===== config.mk =====
export PLATFORM = sky130hd
export DESIGN_NAME = reset_config_strap_latch
export DESIGN_NICKNAME = d
export VERILOG_FILES = /design/src/core/strap_pkg.sv /design/src/core/strap_pin_pad.sv /design/src/core/reset_config_strap_latch.sv
export VERILOG_INCLUDE_DIRS = /design/src /design/src/core
export SDC_FILE = /design/constraint.sdc
export NUM_CORES = 1
export LEC_CHECK = 0
export BUFFER_PORTS_ARGS = -buffer_cell sky130_fd_sc_hd__buf_2
export CAP_MARGIN = 20
export CELL_PAD_IN_SITES_DETAIL_PLACEMENT = 1
export CELL_PAD_IN_SITES_GLOBAL_PLACEMENT = 1
export CORE_MARGIN = 1
export CORE_UTILIZATION = 27
export DETAILED_ROUTE_END_ITERATION = 6
export GPL_TIMING_DRIVEN = 0
export PLACE_DENSITY_LB_ADDON = 0.1
export SETUP_SLACK_MARGIN = 0.5
export SLEW_MARGIN = 30
export SYNTH_ARGS = -nofsm -noshare
export SYNTH_HDL_FRONTEND = slang
export SYNTH_SLANG_ARGS = --single-unit
export TNS_END_PERCENT = 1

===== constraint.sdc =====
create_clock -name core_clk -period 2.6 [get_ports core_clk]
set_clock_uncertainty 0.2 [all_clocks]
set_input_delay 0.78 -clock core_clk [delete_from_list [all_inputs] [get_ports core_clk]]
set_output_delay 0.78 -clock core_clk [all_outputs]
set_load 0.01 [all_outputs]

===== src/core/strap_defs.svh =====
/*
 Strap latch constants: field widths, defaults, special codes and Wishbone offsets.
 Assumes inclusion by bare name from core files.
*/
`ifndef STRAP_DEFS_SVH
`define STRAP_DEFS_SVH
`define SRC_W              9
`define GP_W               8
`define SRC_HARD_DIFF      9'h09f
`define SRC_HARD_ALT       9'h09e
`define SRC_DEFAULT        9'h1ff
`define GP_DEFAULT         8'hff
`define DRAM_DDR4          1'b0
`define CLK_KIND_DIFF      1'b0
`define ADR_STRAP0         4'h0
`define ADR_STRAP1         4'h4
`define ADR_CTRL           4'h8
`define ADR_ID             4'hc
`define BLANK_WORD         32'hffffffff
`endif


===== src/core/strap_pkg.sv =====
/*
 Types shared by the strap latch.
 Assumes strap_defs.svh sits beside it.
*/
`include "strap_defs.svh"
package strap_pkg;
   typedef struct packed {
      logic [8:0] boot_src;
      logic       xcvr_enable_polarity_sel;
      logic       dram_type;
      logic [7:0] gp;
      logic       ref_clock_kind_sel;
      logic       ref_clock_termination_en;
      logic       ref_clock_spare_strap;
   } strap_t;
   typedef enum logic [2:0] {
      ST_IDLE = 3'b001,
      ST_ACK  = 3'b010,
      ST_DONE = 3'b100
   } bus_st_t;
endpackage


===== src/core/strap_pin_pad.sv =====
/*
 One shared pin: strap input while reset held, functional driver afterwards.
 Assumes the pad's weak pull-up makes an undriven pin read one.
*/
`timescale 1ns/10ps
`default_nettype none
module strap_pin_pad
(
   input  wire logic in_reset,
   input  wire logic pin_in,
   input  wire logic func_out,
   input  wire logic func_oe_n,
   output logic      strap_level,
   output logic      pin_out,
   output logic      pin_oe_n
);
   // Level taken as is, no inversion for active-low pins
   assign strap_level = pin_in;
   assign pin_out     = func_out;
   // Released while in reset so the board may drive it
   assign pin_oe_n    = in_reset ? 1'b1 : func_oe_n;
endmodule
`default_nettype wire


===== src/core/reset_config_strap_latch.sv =====
/*
 Reset configuration strap latch with a Wishbone status view and one writable control bit.
 Assumes straps on synchronous pins, one clock core_clk, power-on reset sampled as an input.
*/
// Our own choices: the Wishbone slave port and the address map.
// Notes on behaviour
// - sample straps at power-on reset rising edge
// - pins are straps only during reset
// - levels taken literally, high is one
// - undriven strap reads one by pull-up
// - transceiver polarity strap defaults to one
// - memory type zero is DDR4
// - eight general straps, default all ones
// - clock kind: zero differential, one single-ended
// - termination: zero off, one on default
// - codes 9f, 9e pick built-in boot word
// - blank all-ones boot word flagged, undefined
// - latched values stay, pins return normal
`timescale 1ns/10ps
`default_nettype none
`include "strap_defs.svh"
module reset_config_strap_latch
   import strap_pkg::*;
#(
   parameter int NPIN = 22
)
(
   input  wire logic            core_clk,
   input  wire logic            rst_b,
   input  wire logic            power_on_reset_n,
   input  wire logic [NPIN-1:0] strap_pin_in,
   input  wire logic [NPIN-1:0] func_out,
   input  wire logic [NPIN-1:0] func_oe_n,
   output logic      [NPIN-1:0] strap_pin_out,
   output logic      [NPIN-1:0] strap_pin_oe_n,
   input  wire logic [31:0]     boot_word_first,
   input  wire logic            boot_word_valid,
   output strap_t               strap_cfg,
   output logic                 builtin_boot_sel,
   output logic                 boot_word_blank,
   output logic                 flash_bus_xcvr_enable,
   input  wire logic            xcvr_active,
   input  wire logic [3:0]      wb_adr_i,
   input  wire logic [31:0]     wb_dat_i,
   input  wire logic            wb_we_i,
   input  wire logic [3:0]      wb_sel_i,
   input  wire logic            wb_cyc_i,
   input  wire logic            wb_stb_i,
   output logic [31:0]          wb_dat_o,
   output logic                 wb_ack_o,
   output logic                 wb_err_o
);
   localparam logic [31:0] ID_CODE = 32'h5a5a0001; // Arbitrary value
   logic [NPIN-1:0] level;
   logic [NPIN-1:0] level_r;
   logic            por_d_r;
   logic            por_rise;
   strap_t          strap_r;
   strap_t          sampled;
   logic            blank_r;
   logic            ctrl_r;
   bus_st_t         st_r;
   logic [31:0]     dat_r;
   logic            err_r;

   genvar g;
   generate
      for (g = 0; g < NPIN; g++)
      begin : g_pin
         strap_pin_pad u_pad
         (
            .in_reset    (~power_on_reset_n),
            .pin_in      (strap_pin_in[g]),
            .func_out    (func_out[g]),
            .func_oe_n   (func_oe_n[g]),
            .strap_level (level[g]),
            .pin_out     (strap_pin_out[g]),
            .pin_oe_n    (strap_pin_oe_n[g])
         );
      end
   endgenerate

   // Taken only while reset is low; pads turn around at release
   always_ff @(posedge core_clk)
   begin
      if (!rst_b)
         level_r <= '1;
      else if (!power_on_reset_n)
         level_r <= level;
   end

   // Pin order: src[8:0], polarity, dram, gp[7:0], kind, term, spare
   assign sampled = strap_t'(level_r);

   always_ff @(posedge core_clk)
   begin
      if (!rst_b)
         por_d_r <= 1'b0;
      else
         por_d_r <= power_on_reset_n;
   end
   assign por_rise = power_on_reset_n & ~por_d_r;

   // Defaults mirror the pull-ups until the first release
   always_ff @(posedge core_clk)
   begin
      if (!rst_b)
      begin
         strap_r.boot_src                 <= `SRC_DEFAULT;
         strap_r.xcvr_enable_polarity_sel <= 1'b1;
         strap_r.dram_type                <= 1'b1;
         strap_r.gp                       <= `GP_DEFAULT;
         strap_r.ref_clock_kind_sel       <= 1'b1;
         strap_r.ref_clock_termination_en <= 1'b1;
         strap_r.ref_clock_spare_strap    <= 1'b1;
      end
      else if (por_rise)
         strap_r <= sampled;
   end
   assign strap_cfg = strap_r;

   assign builtin_boot_sel = (strap_r.boot_src == `SRC_HARD_DIFF) ||
                             (strap_r.boot_src == `SRC_HARD_ALT);

   // Blank flash cannot be recovered here, only reported
   always_ff @(posedge core_clk)
   begin
      if (!rst_b)
         blank_r <= 1'b0;
      else if (boot_word_valid && !builtin_boot_sel && boot_word_first == `BLANK_WORD)
         blank_r <= 1'b1;
      else if (por_rise)
         blank_r <= 1'b0;
   end
   assign boot_word_blank = blank_r;

   assign flash_bus_xcvr_enable = xcvr_active ~^ strap_r.xcvr_enable_polarity_sel;

   always_ff @(posedge core_clk)
   begin
      if (!rst_b)
         ctrl_r <= 1'b0;
      else if (st_r == ST_ACK && wb_cyc_i && wb_stb_i && wb_we_i && wb_adr_i == `ADR_CTRL && wb_sel_i[0])
         ctrl_r <= wb_dat_i[0];
   end

   // One wait state before ack, ack dropped the cycle after
   always_ff @(posedge core_clk)
   begin
      if (!rst_b)
      begin
         st_r  <= ST_IDLE;
         dat_r <= 32'h00000000;
         err_r <= 1'b0;
      end
      else
      begin
         unique case (st_r)
            ST_IDLE:
               if (wb_cyc_i && wb_stb_i)
               begin
                  st_r  <= ST_ACK;
                  err_r <= 1'b0;
                  unique case (wb_adr_i)
                     `ADR_STRAP0: dat_r <= {20'h00000, strap_r.gp, 1'b0, strap_r.dram_type,
                                            strap_r.xcvr_enable_polarity_sel, 1'b0};
                     `ADR_STRAP1: dat_r <= {12'h000, strap_r.boot_src, 1'b0, builtin_boot_sel, blank_r,
                                            ctrl_r && strap_r.dram_type != `DRAM_DDR4,
                                            strap_r.ref_clock_spare_strap, strap_r.ref_clock_termination_en,
                                            strap_r.ref_clock_kind_sel, 4'h0};
                     `ADR_CTRL:   dat_r <= {31'h00000000, ctrl_r};
                     `ADR_ID:     dat_r <= ID_CODE;
                     default:
                     begin
                        dat_r <= 32'h00000000;
                        err_r <= 1'b1;
                     end
                  endcase
               end
            ST_ACK:  st_r <= ST_DONE;
            ST_DONE: st_r <= ST_IDLE;
            default: st_r <= ST_IDLE;
         endcase
      end
   end
   assign wb_ack_o = (st_r == ST_ACK) && !err_r;
   assign wb_err_o = (st_r == ST_ACK) && err_r;
   assign wb_dat_o = dat_r;

   property p_latch;
      @(posedge core_clk) disable iff (!rst_b)
      por_rise |=> strap_cfg == $past(sampled);
   endproperty
   a_latch: assert property (p_latch) else $error("straps not latched at release");

   property p_hold;
      @(posedge core_clk) disable iff (!rst_b)
      !por_rise |=> $stable(strap_cfg);
   endproperty
   a_hold: assert property (p_hold) else $error("straps changed outside release");

   property p_pin_release;
      @(posedge core_clk) disable iff (!rst_b)
      !power_on_reset_n |-> &strap_pin_oe_n;
   endproperty
   a_pin_release: assert property (p_pin_release) else $error("pin driven during reset");

   property p_func;
      @(posedge core_clk) disable iff (!rst_b)
      power_on_reset_n |-> strap_pin_oe_n == func_oe_n;
   endproperty
   a_func: assert property (p_func) else $error("function not restored");

   property p_literal;
      @(posedge core_clk) disable iff (!rst_b)
      por_rise |=> strap_cfg.gp == $past(strap_pin_in[10:3], 2);
   endproperty
   a_literal: assert property (p_literal) else $error("strap level inverted");

   property p_default;
      @(posedge core_clk)
      !rst_b |=> strap_cfg.gp == `GP_DEFAULT && strap_cfg.xcvr_enable_polarity_sel
                 && strap_cfg.ref_clock_kind_sel && strap_cfg.ref_clock_termination_en;
   endproperty
   a_default: assert property (p_default) else $error("strap default not one");

   property p_builtin;
      @(posedge core_clk) disable iff (!rst_b)
      builtin_boot_sel |-> strap_cfg.boot_src[8:1] == 8'h4f;
   endproperty
   a_builtin: assert property (p_builtin) else $error("built-in decode wrong");

   property p_blank;
      @(posedge core_clk) disable iff (!rst_b)
      boot_word_valid && !builtin_boot_sel && boot_word_first == `BLANK_WORD |=> boot_word_blank;
   endproperty
   a_blank: assert property (p_blank) else $error("blank word missed");

   property p_polarity;
      @(posedge core_clk) disable iff (!rst_b)
      flash_bus_xcvr_enable == (xcvr_active == strap_cfg.xcvr_enable_polarity_sel);
   endproperty
   a_polarity: assert property (p_polarity) else $error("transceiver polarity wrong");

   property p_ack;
      @(posedge core_clk) disable iff (!rst_b)
      st_r == ST_IDLE && wb_cyc_i && wb_stb_i |=> (wb_ack_o || wb_err_o) ##1 !(wb_ack_o || wb_err_o);
   endproperty
   a_ack: assert property (p_ack) else $error("bus answer timing wrong");

   property p_capture;
      @(posedge core_clk) disable iff (!rst_b)
      !power_on_reset_n |=> level_r == $past(strap_pin_in);
   endproperty
   a_capture: assert property (p_capture) else $error("strap level not captured in reset");

   property p_err_map;
      @(posedge core_clk) disable iff (!rst_b)
      st_r == ST_IDLE && wb_cyc_i && wb_stb_i && !(wb_adr_i inside {`ADR_STRAP0, `ADR_STRAP1, `ADR_CTRL, `ADR_ID})
      |=> wb_err_o && !wb_ack_o;
   endproperty
   a_err_map: assert property (p_err_map) else $error("unmapped access not refused");

   property p_dat_hold;
      @(posedge core_clk) disable iff (!rst_b)
      !(st_r == ST_IDLE && wb_cyc_i && wb_stb_i) |=> $stable(wb_dat_o);
   endproperty
   a_dat_hold: assert property (p_dat_hold) else $error("read data changed without request");

   property p_gp_view;
      @(posedge core_clk) disable iff (!rst_b)
      st_r == ST_IDLE && wb_cyc_i && wb_stb_i && wb_adr_i == `ADR_STRAP0
      |=> wb_dat_o[11:4] == $past(strap_cfg.gp);
   endproperty
   a_gp_view: assert property (p_gp_view) else $error("general straps read wrong");

   property p_src_view;
      @(posedge core_clk) disable iff (!rst_b)
      st_r == ST_IDLE && wb_cyc_i && wb_stb_i && wb_adr_i == `ADR_STRAP1
      |=> wb_dat_o[19:11] == $past(strap_cfg.boot_src);
   endproperty
   a_src_view: assert property (p_src_view) else $error("boot source read wrong");

   property p_clock_view;
      @(posedge core_clk) disable iff (!rst_b)
      st_r == ST_IDLE && wb_cyc_i && wb_stb_i && wb_adr_i == `ADR_STRAP1
      |=> wb_dat_o[6:4] == $past({strap_cfg.ref_clock_spare_strap, strap_cfg.ref_clock_termination_en,
                                  strap_cfg.ref_clock_kind_sel});
   endproperty
   a_clock_view: assert property (p_clock_view) else $error("clock straps read wrong");

   property p_dram_flag;
      @(posedge core_clk) disable iff (!rst_b)
      st_r == ST_IDLE && wb_cyc_i && wb_stb_i && wb_adr_i == `ADR_STRAP1
      |=> wb_dat_o[7] == $past(ctrl_r && strap_cfg.dram_type != `DRAM_DDR4);
   endproperty
   a_dram_flag: assert property (p_dram_flag) else $error("memory type flag wrong");

   c_release: cover property (@(posedge core_clk) disable iff (!rst_b) por_rise);
   c_builtin: cover property (@(posedge core_clk) disable iff (!rst_b) por_rise ##1 builtin_boot_sel);
   c_blank:   cover property (@(posedge core_clk) disable iff (!rst_b) boot_word_blank);
   c_read:    cover property (@(posedge core_clk) disable iff (!rst_b) wb_ack_o && !wb_we_i);
   c_error:   cover property (@(posedge core_clk) disable iff (!rst_b) wb_err_o);
endmodule
`default_nettype wire


# Yosys cells after proc, flatten, opt, wreduce, memory -nomap -nowiden
# Cells that the tools add are included.
[op_classes]
n_eq_ne = 9
muxes = 28
n_bitwise = 3
reduce_logical = 18
[op_table]
columns = ["cell", "n"]
rows = [
  ["31-bit one-hot mux with 4 select lines", 1],
  ["32-bit equality test (second input constant)", 1],
  ["1-bit two-way mux", 25],
  ["9-bit by 8-bit equality test with 1-bit output (second input constant)", 2],
  ["1-bit logical AND", 11],
  ["4-bit equality test (second input constant)", 2],
  ["3-bit one-hot mux with 2 select lines", 1],
  ["4-bit by 3-bit equality test with 1-bit output (second input constant)", 1],
  ["4-bit logical NOT", 1],
  ["4-bit OR reduction", 1],
  ["3-bit by 1-bit equality test with 1-bit output (second input constant)", 1],
  ["3-bit by 2-bit equality test with 1-bit output (second input constant)", 1],
  ["3-bit two-way mux", 1],
  ["1-bit logical NOT", 2],
  ["2-bit inequality test (second input constant)", 1],
  ["2-bit AND reduction", 1],
  ["2-bit nonzero test", 1],
  ["1-bit bitwise AND", 1],
  ["1-bit logical OR", 1],
  ["1-bit inverter", 1],
  ["1-bit bitwise XNOR", 1],
]
[totals]
ff_bits = 83
in_bits = 146
output_inout_bits = 103
wordCells = 72

# Longest topological paths before layout
[logic_depth]
word_depth = 6
depth_mapped = 5
ltp_nobuf = 3

# Hierarchy
# Synthesis repeated with hierarchy kept, for this count alone.
[hier_totals]
hier_cells = 390
area_unflattened_um2 = 3335.7
[by_module_without_submodules]
columns = ["module", "instances", "cells_per_inst", "area_per_inst_um2", "seq_area_each_um2"]
rows = [
  ["reset_config_strap_latch", 1, 324, 2867.8, 1421.4],
  ["strap_pin_pad", 22, 3, 21.3, 0.0],
]

# Worst setup path after synthesis
# Ideal clock, no wire load.
[synth_path]
path_type = "input-to-output"
startpoint = "input port power_on_reset_n"
endpoint = "output port strap_pin_oe_n[0]"
t_arrival_ns = 1.599
t_required_ns = 1.620
path_slack_ns = 0.021
stages = 4
n_path_buf = 3
path_cell_list = "clkbuf_1 clkbuf_1 nand2b_1 buf_4"
[synth_via]
elab_chain_cells = 1
[synth_lines]
columns = ["element", "line", "source"]
rows = [
  ["from (decl)", "reset_config_strap_latch.sv:30", "input wire logic power_on_reset_n,"],
  ["1-bit two-way mux", "strap_pin_pad.sv:21", "assign pin_oe_n = in_reset ? 1'b1 : func_oe_n;"],
  ["to (decl)", "reset_config_strap_latch.sv:35", "output logic [NPIN-1:0] strap_pin_oe_n,"],
]
# No other way between the ends.

# Final worst setup path
[layout_path]
startpoint = "input port power_on_reset_n"
endpoint = "output port strap_pin_oe_n[11]"
# The elaborated chain is that of the path after synthesis.

==> summary.md <==
| Metric | Value |
|---|---|
| Status | finished clean |
| Critical Path AT | 1.45 ns |
| Diodes inserted | 0 |
| Clk buf depth | 2 |
| Register area share after synthesis | 43.1% |
| Antenna Nets Post-Route | 0 |
| FFs w/ async S/R, synth | 0% |
| Max IR drop VDD | 0.000290 V |
| GP Congestion | 0.741 |
| Fmax | 0.412 GHz |
| Crit end category | primary output |
| Final Setup Violations | 0 |
| Period utilization | 93.4% |
| Initial Util | 28.3% |
| Bufs and invs on worst path | 5 |
| CP required | 1.62 ns |
| 1st-pass router iterations | 4 |
| Endpoints failing hold | 0 |
| Nets | 742 |
| CP max stage delay | 0.17 ns |
| First-pass GRT wire length | 17.7 mm |
| CP startpoint kind | primary input |
| H-tree depth | 3 |
| Post-Syn Instances | 390 |
| GRT Overall Usage | 18.1% |
| Worst path top cell family by delay | buffers and inverters |
| CTS root buf | clkbuf_16 |
| Pins Over Slew Limit | 0 |
| EDFF count, synth | 0 |
| Mean Syn Cell Area | 8.45 um^2 |
| Pre-CTS worst setup slack | -0.288 ns |
| Via count | 3428 |
| Unrepaired setup endpoints after global routing | yes |
| PortBufs | 184 |
| Max FO, Critical Path | 8 |
| Worst Hold Class | flop to flop |
| Layout area overhead | 55.5% |
| Worst-path clk slew | 0.06 ns |
| Initial antenna violation count | 0 |
| Vias per inst | 4.61 |
| Slew HR | 53.2% |
| Detail-routed net length per standard cell | 15.4 um |
| Core area | 0.0117 mm^2 |
| Mapped Area | 0.00330 mm^2 |
| Critical-path cell list | buf_6 -> clkbuf_16 -> clkbuf_16 -> nand2b_4 -> buf_4 -> buf_6 |
| Clock latency on the worst-skew pair | 0.32 ns |
| Chip width | 113 um |
| TNS Setup | 0 ns |
| Hpwl dp | 8.76 mm |
| Chip height | 113 um |
| Power Density | 581 mW/mm^2 |
| Layout cells sized above 1 | 47.3% |
| TritonCTS Buffers | 9 |
| DR DRC count | 0 |
| Static Leak | 2.53 nW |
| Initial drt markers | 89 |
| WS Path Type | primary input to primary output |
| Max capacitance violation total | 0 |
| Vias in the first global route | 3386 |
| Final WL | 11.4 mm |
| Post-synthesis cell type count | 38 |
| Placement Rows | 39 |
| Yosys reg bits | 71 |
| Ys Warns | 0 |
| Largest net degree at the start of global routing | 13 |
| Total gr overflow | 0 |
| Die ar. | 0.0127 mm^2 |
| Worst-Margin Slew | 0.700 ns |
| Clock Sinks | 71 |
| Worst path slowest cell | clkbuf_16 |
| Primary FF master, synth | dfxtp_1 |
| Setup ws final | 0.170 ns |
| Hold Buf Count CTS | 0 |
| CTS tree | yes |
| I/O pin total | 249 |
| Crit path time final | 2.43 ns |
[cells in the final DEF (no fill, tap or decap), types with 2 or more instances in the layout]
cell type | Yosys | final
dfxtp_1 | 71 | 70
clkinv_4 | 0 | 2
o22ai_1 | 6 | 6
a21oi_1 | 16 | 16
nand2b_1 | 23 | 11
o21ai_0 | 13 | 13
buf_2 | 3 | 167
o2111ai_1 | 3 | 3
conb_1 | 1 | 7
bufinv_16 | 0 | 2
buf_4 | 56 | 52
and2_1 | 2 | 2
nand3_1 | 24 | 24
nor2_1 | 6 | 6
buf_6 | 0 | 28
nand2_1 | 73 | 73
clkbuf_8 | 0 | 2
a211oi_1 | 2 | 2
inv_1 | 3 | 3
nand2b_4 | 0 | 12
clkbuf_16 | 0 | 12
nor3_1 | 2 | 2
nor3b_1 | 2 | 2
a22oi_1 | 5 | 5
clkbuf_1 | 19 | 16
mux2i_1 | 22 | 22
nand4_1 | 20 | 20
[through the flow]
step                area, um^2  instances  hold WS, ns  utilization, %  total power [mW]
detailed placement        4480        723        0.258            38.4              1.64
global route              5130        743        0.297            44.0              3.11
CTS                       5070        743        0.274            43.5              3.01
finish                    5130        743        0.273            44.0              2.98
floorplan                 3370        396        0.240               -              1.44
global placement          4470        723        0.253            38.3              1.63
[Yosys cell counts, types with 2 or more instances]
cell       number  area, um^2
buf_4          56         420
mux2i_1        22         220
o2111ai_1       3        26.3
nor4b_1         2        17.5
o22ai_1         6        37.5
nand3_1        24         120
dfxtp_1        71        1420
o21ai_0        13        65.1
a22oi_1         5        37.5
nor3_1          2        10.0
clkbuf_1       19        71.3
nor2_1          6        22.5
a211oi_1        2        15.0
nand2_1        73         274
nand4_1        20         125
nand2b_1       23         144
inv_1           3        11.3
nor3b_1         2        15.0
a21oi_1        16        80.1
and2_1          2        12.5
buf_2           3        15.0
[registers in the layout, summed over array words and instances, names as in the netlist]
| name | flops |
|---|---|
| boot_word_blank | 1 |
| ctrl_r | 1 |
| err_r | 1 |
| level_r | 22 |
| por_d_r | 1 |
| st_r | 3 |
| strap_cfg | 22 |
| wb_dat_o | 20 |
[power breakdown]
part           total (mW)  leakage (nW)  internal [mW]  switching, mW
combinational       0.484          1.79          0.257          0.227
sequential           1.19         0.584           1.14         0.0440
clock                1.31         0.159          0.862          0.450
total                2.98          2.53           2.26          0.721
[cell type report]
cell class	count	area [um^2]
multi-input cells	243	1500
clock inverters	5	82.6
clock buffers	10	239
repair buffers	189	1090
well taps	143	179
plain buffers	78	601
inverters	4	15.0
flip-flops and latches	71	1420
fillers	1449	6540
[final timing paths]
check                           start                         end  slack, ns  cells after the start
max reg2reg      st_r[0]$_SDFFE_PN1P_    wb_dat_o[2]$_SDFFE_PN0P_       0.69                      5
min          level_r[12]$_SDFFE_PN1N_  strap_cfg[12]$_SDFFE_PN1P_       0.27                      2
max                  power_on_reset_n          strap_pin_oe_n[11]       0.17                      6
min reg2reg  level_r[12]$_SDFFE_PN1N_  strap_cfg[12]$_SDFFE_PN1P_       0.27                      2
[worst min-delay path, cell delays in order, from the launching register on]
cell and delay, ns:
dfxtp_1 0.33, nand2_1 0.05, nand3_1 0.07
[layer usage]
layer	up-vias	track usage, %	part of all wire [%]
met3	8	3.83	5.4
met2	129	33.8	52
met4	0	3.73	0.60
li1	1699	-	-
met1	1592	21.2	42
met5	-	0	0
[cells by family after synthesis]
family	count (synthesis)	synth area share (%)
and+or+nand+nor	164	25.0
buffers and inverters	82	15.8
DFF	71	43.1
AOI/OAI and AO/OA	49	8.96
muxes	22	6.68
xor gates and xnor gates	1	0.266
other	1	0.114
[repair_timing]
item / CTS / global route
cloned: 1 / 0
buffers inserted: 4 / 0
resized for setup: 35 / 11
endpoints found under the setup margin: 45 / 65
(Power assumes the default switching activity.)
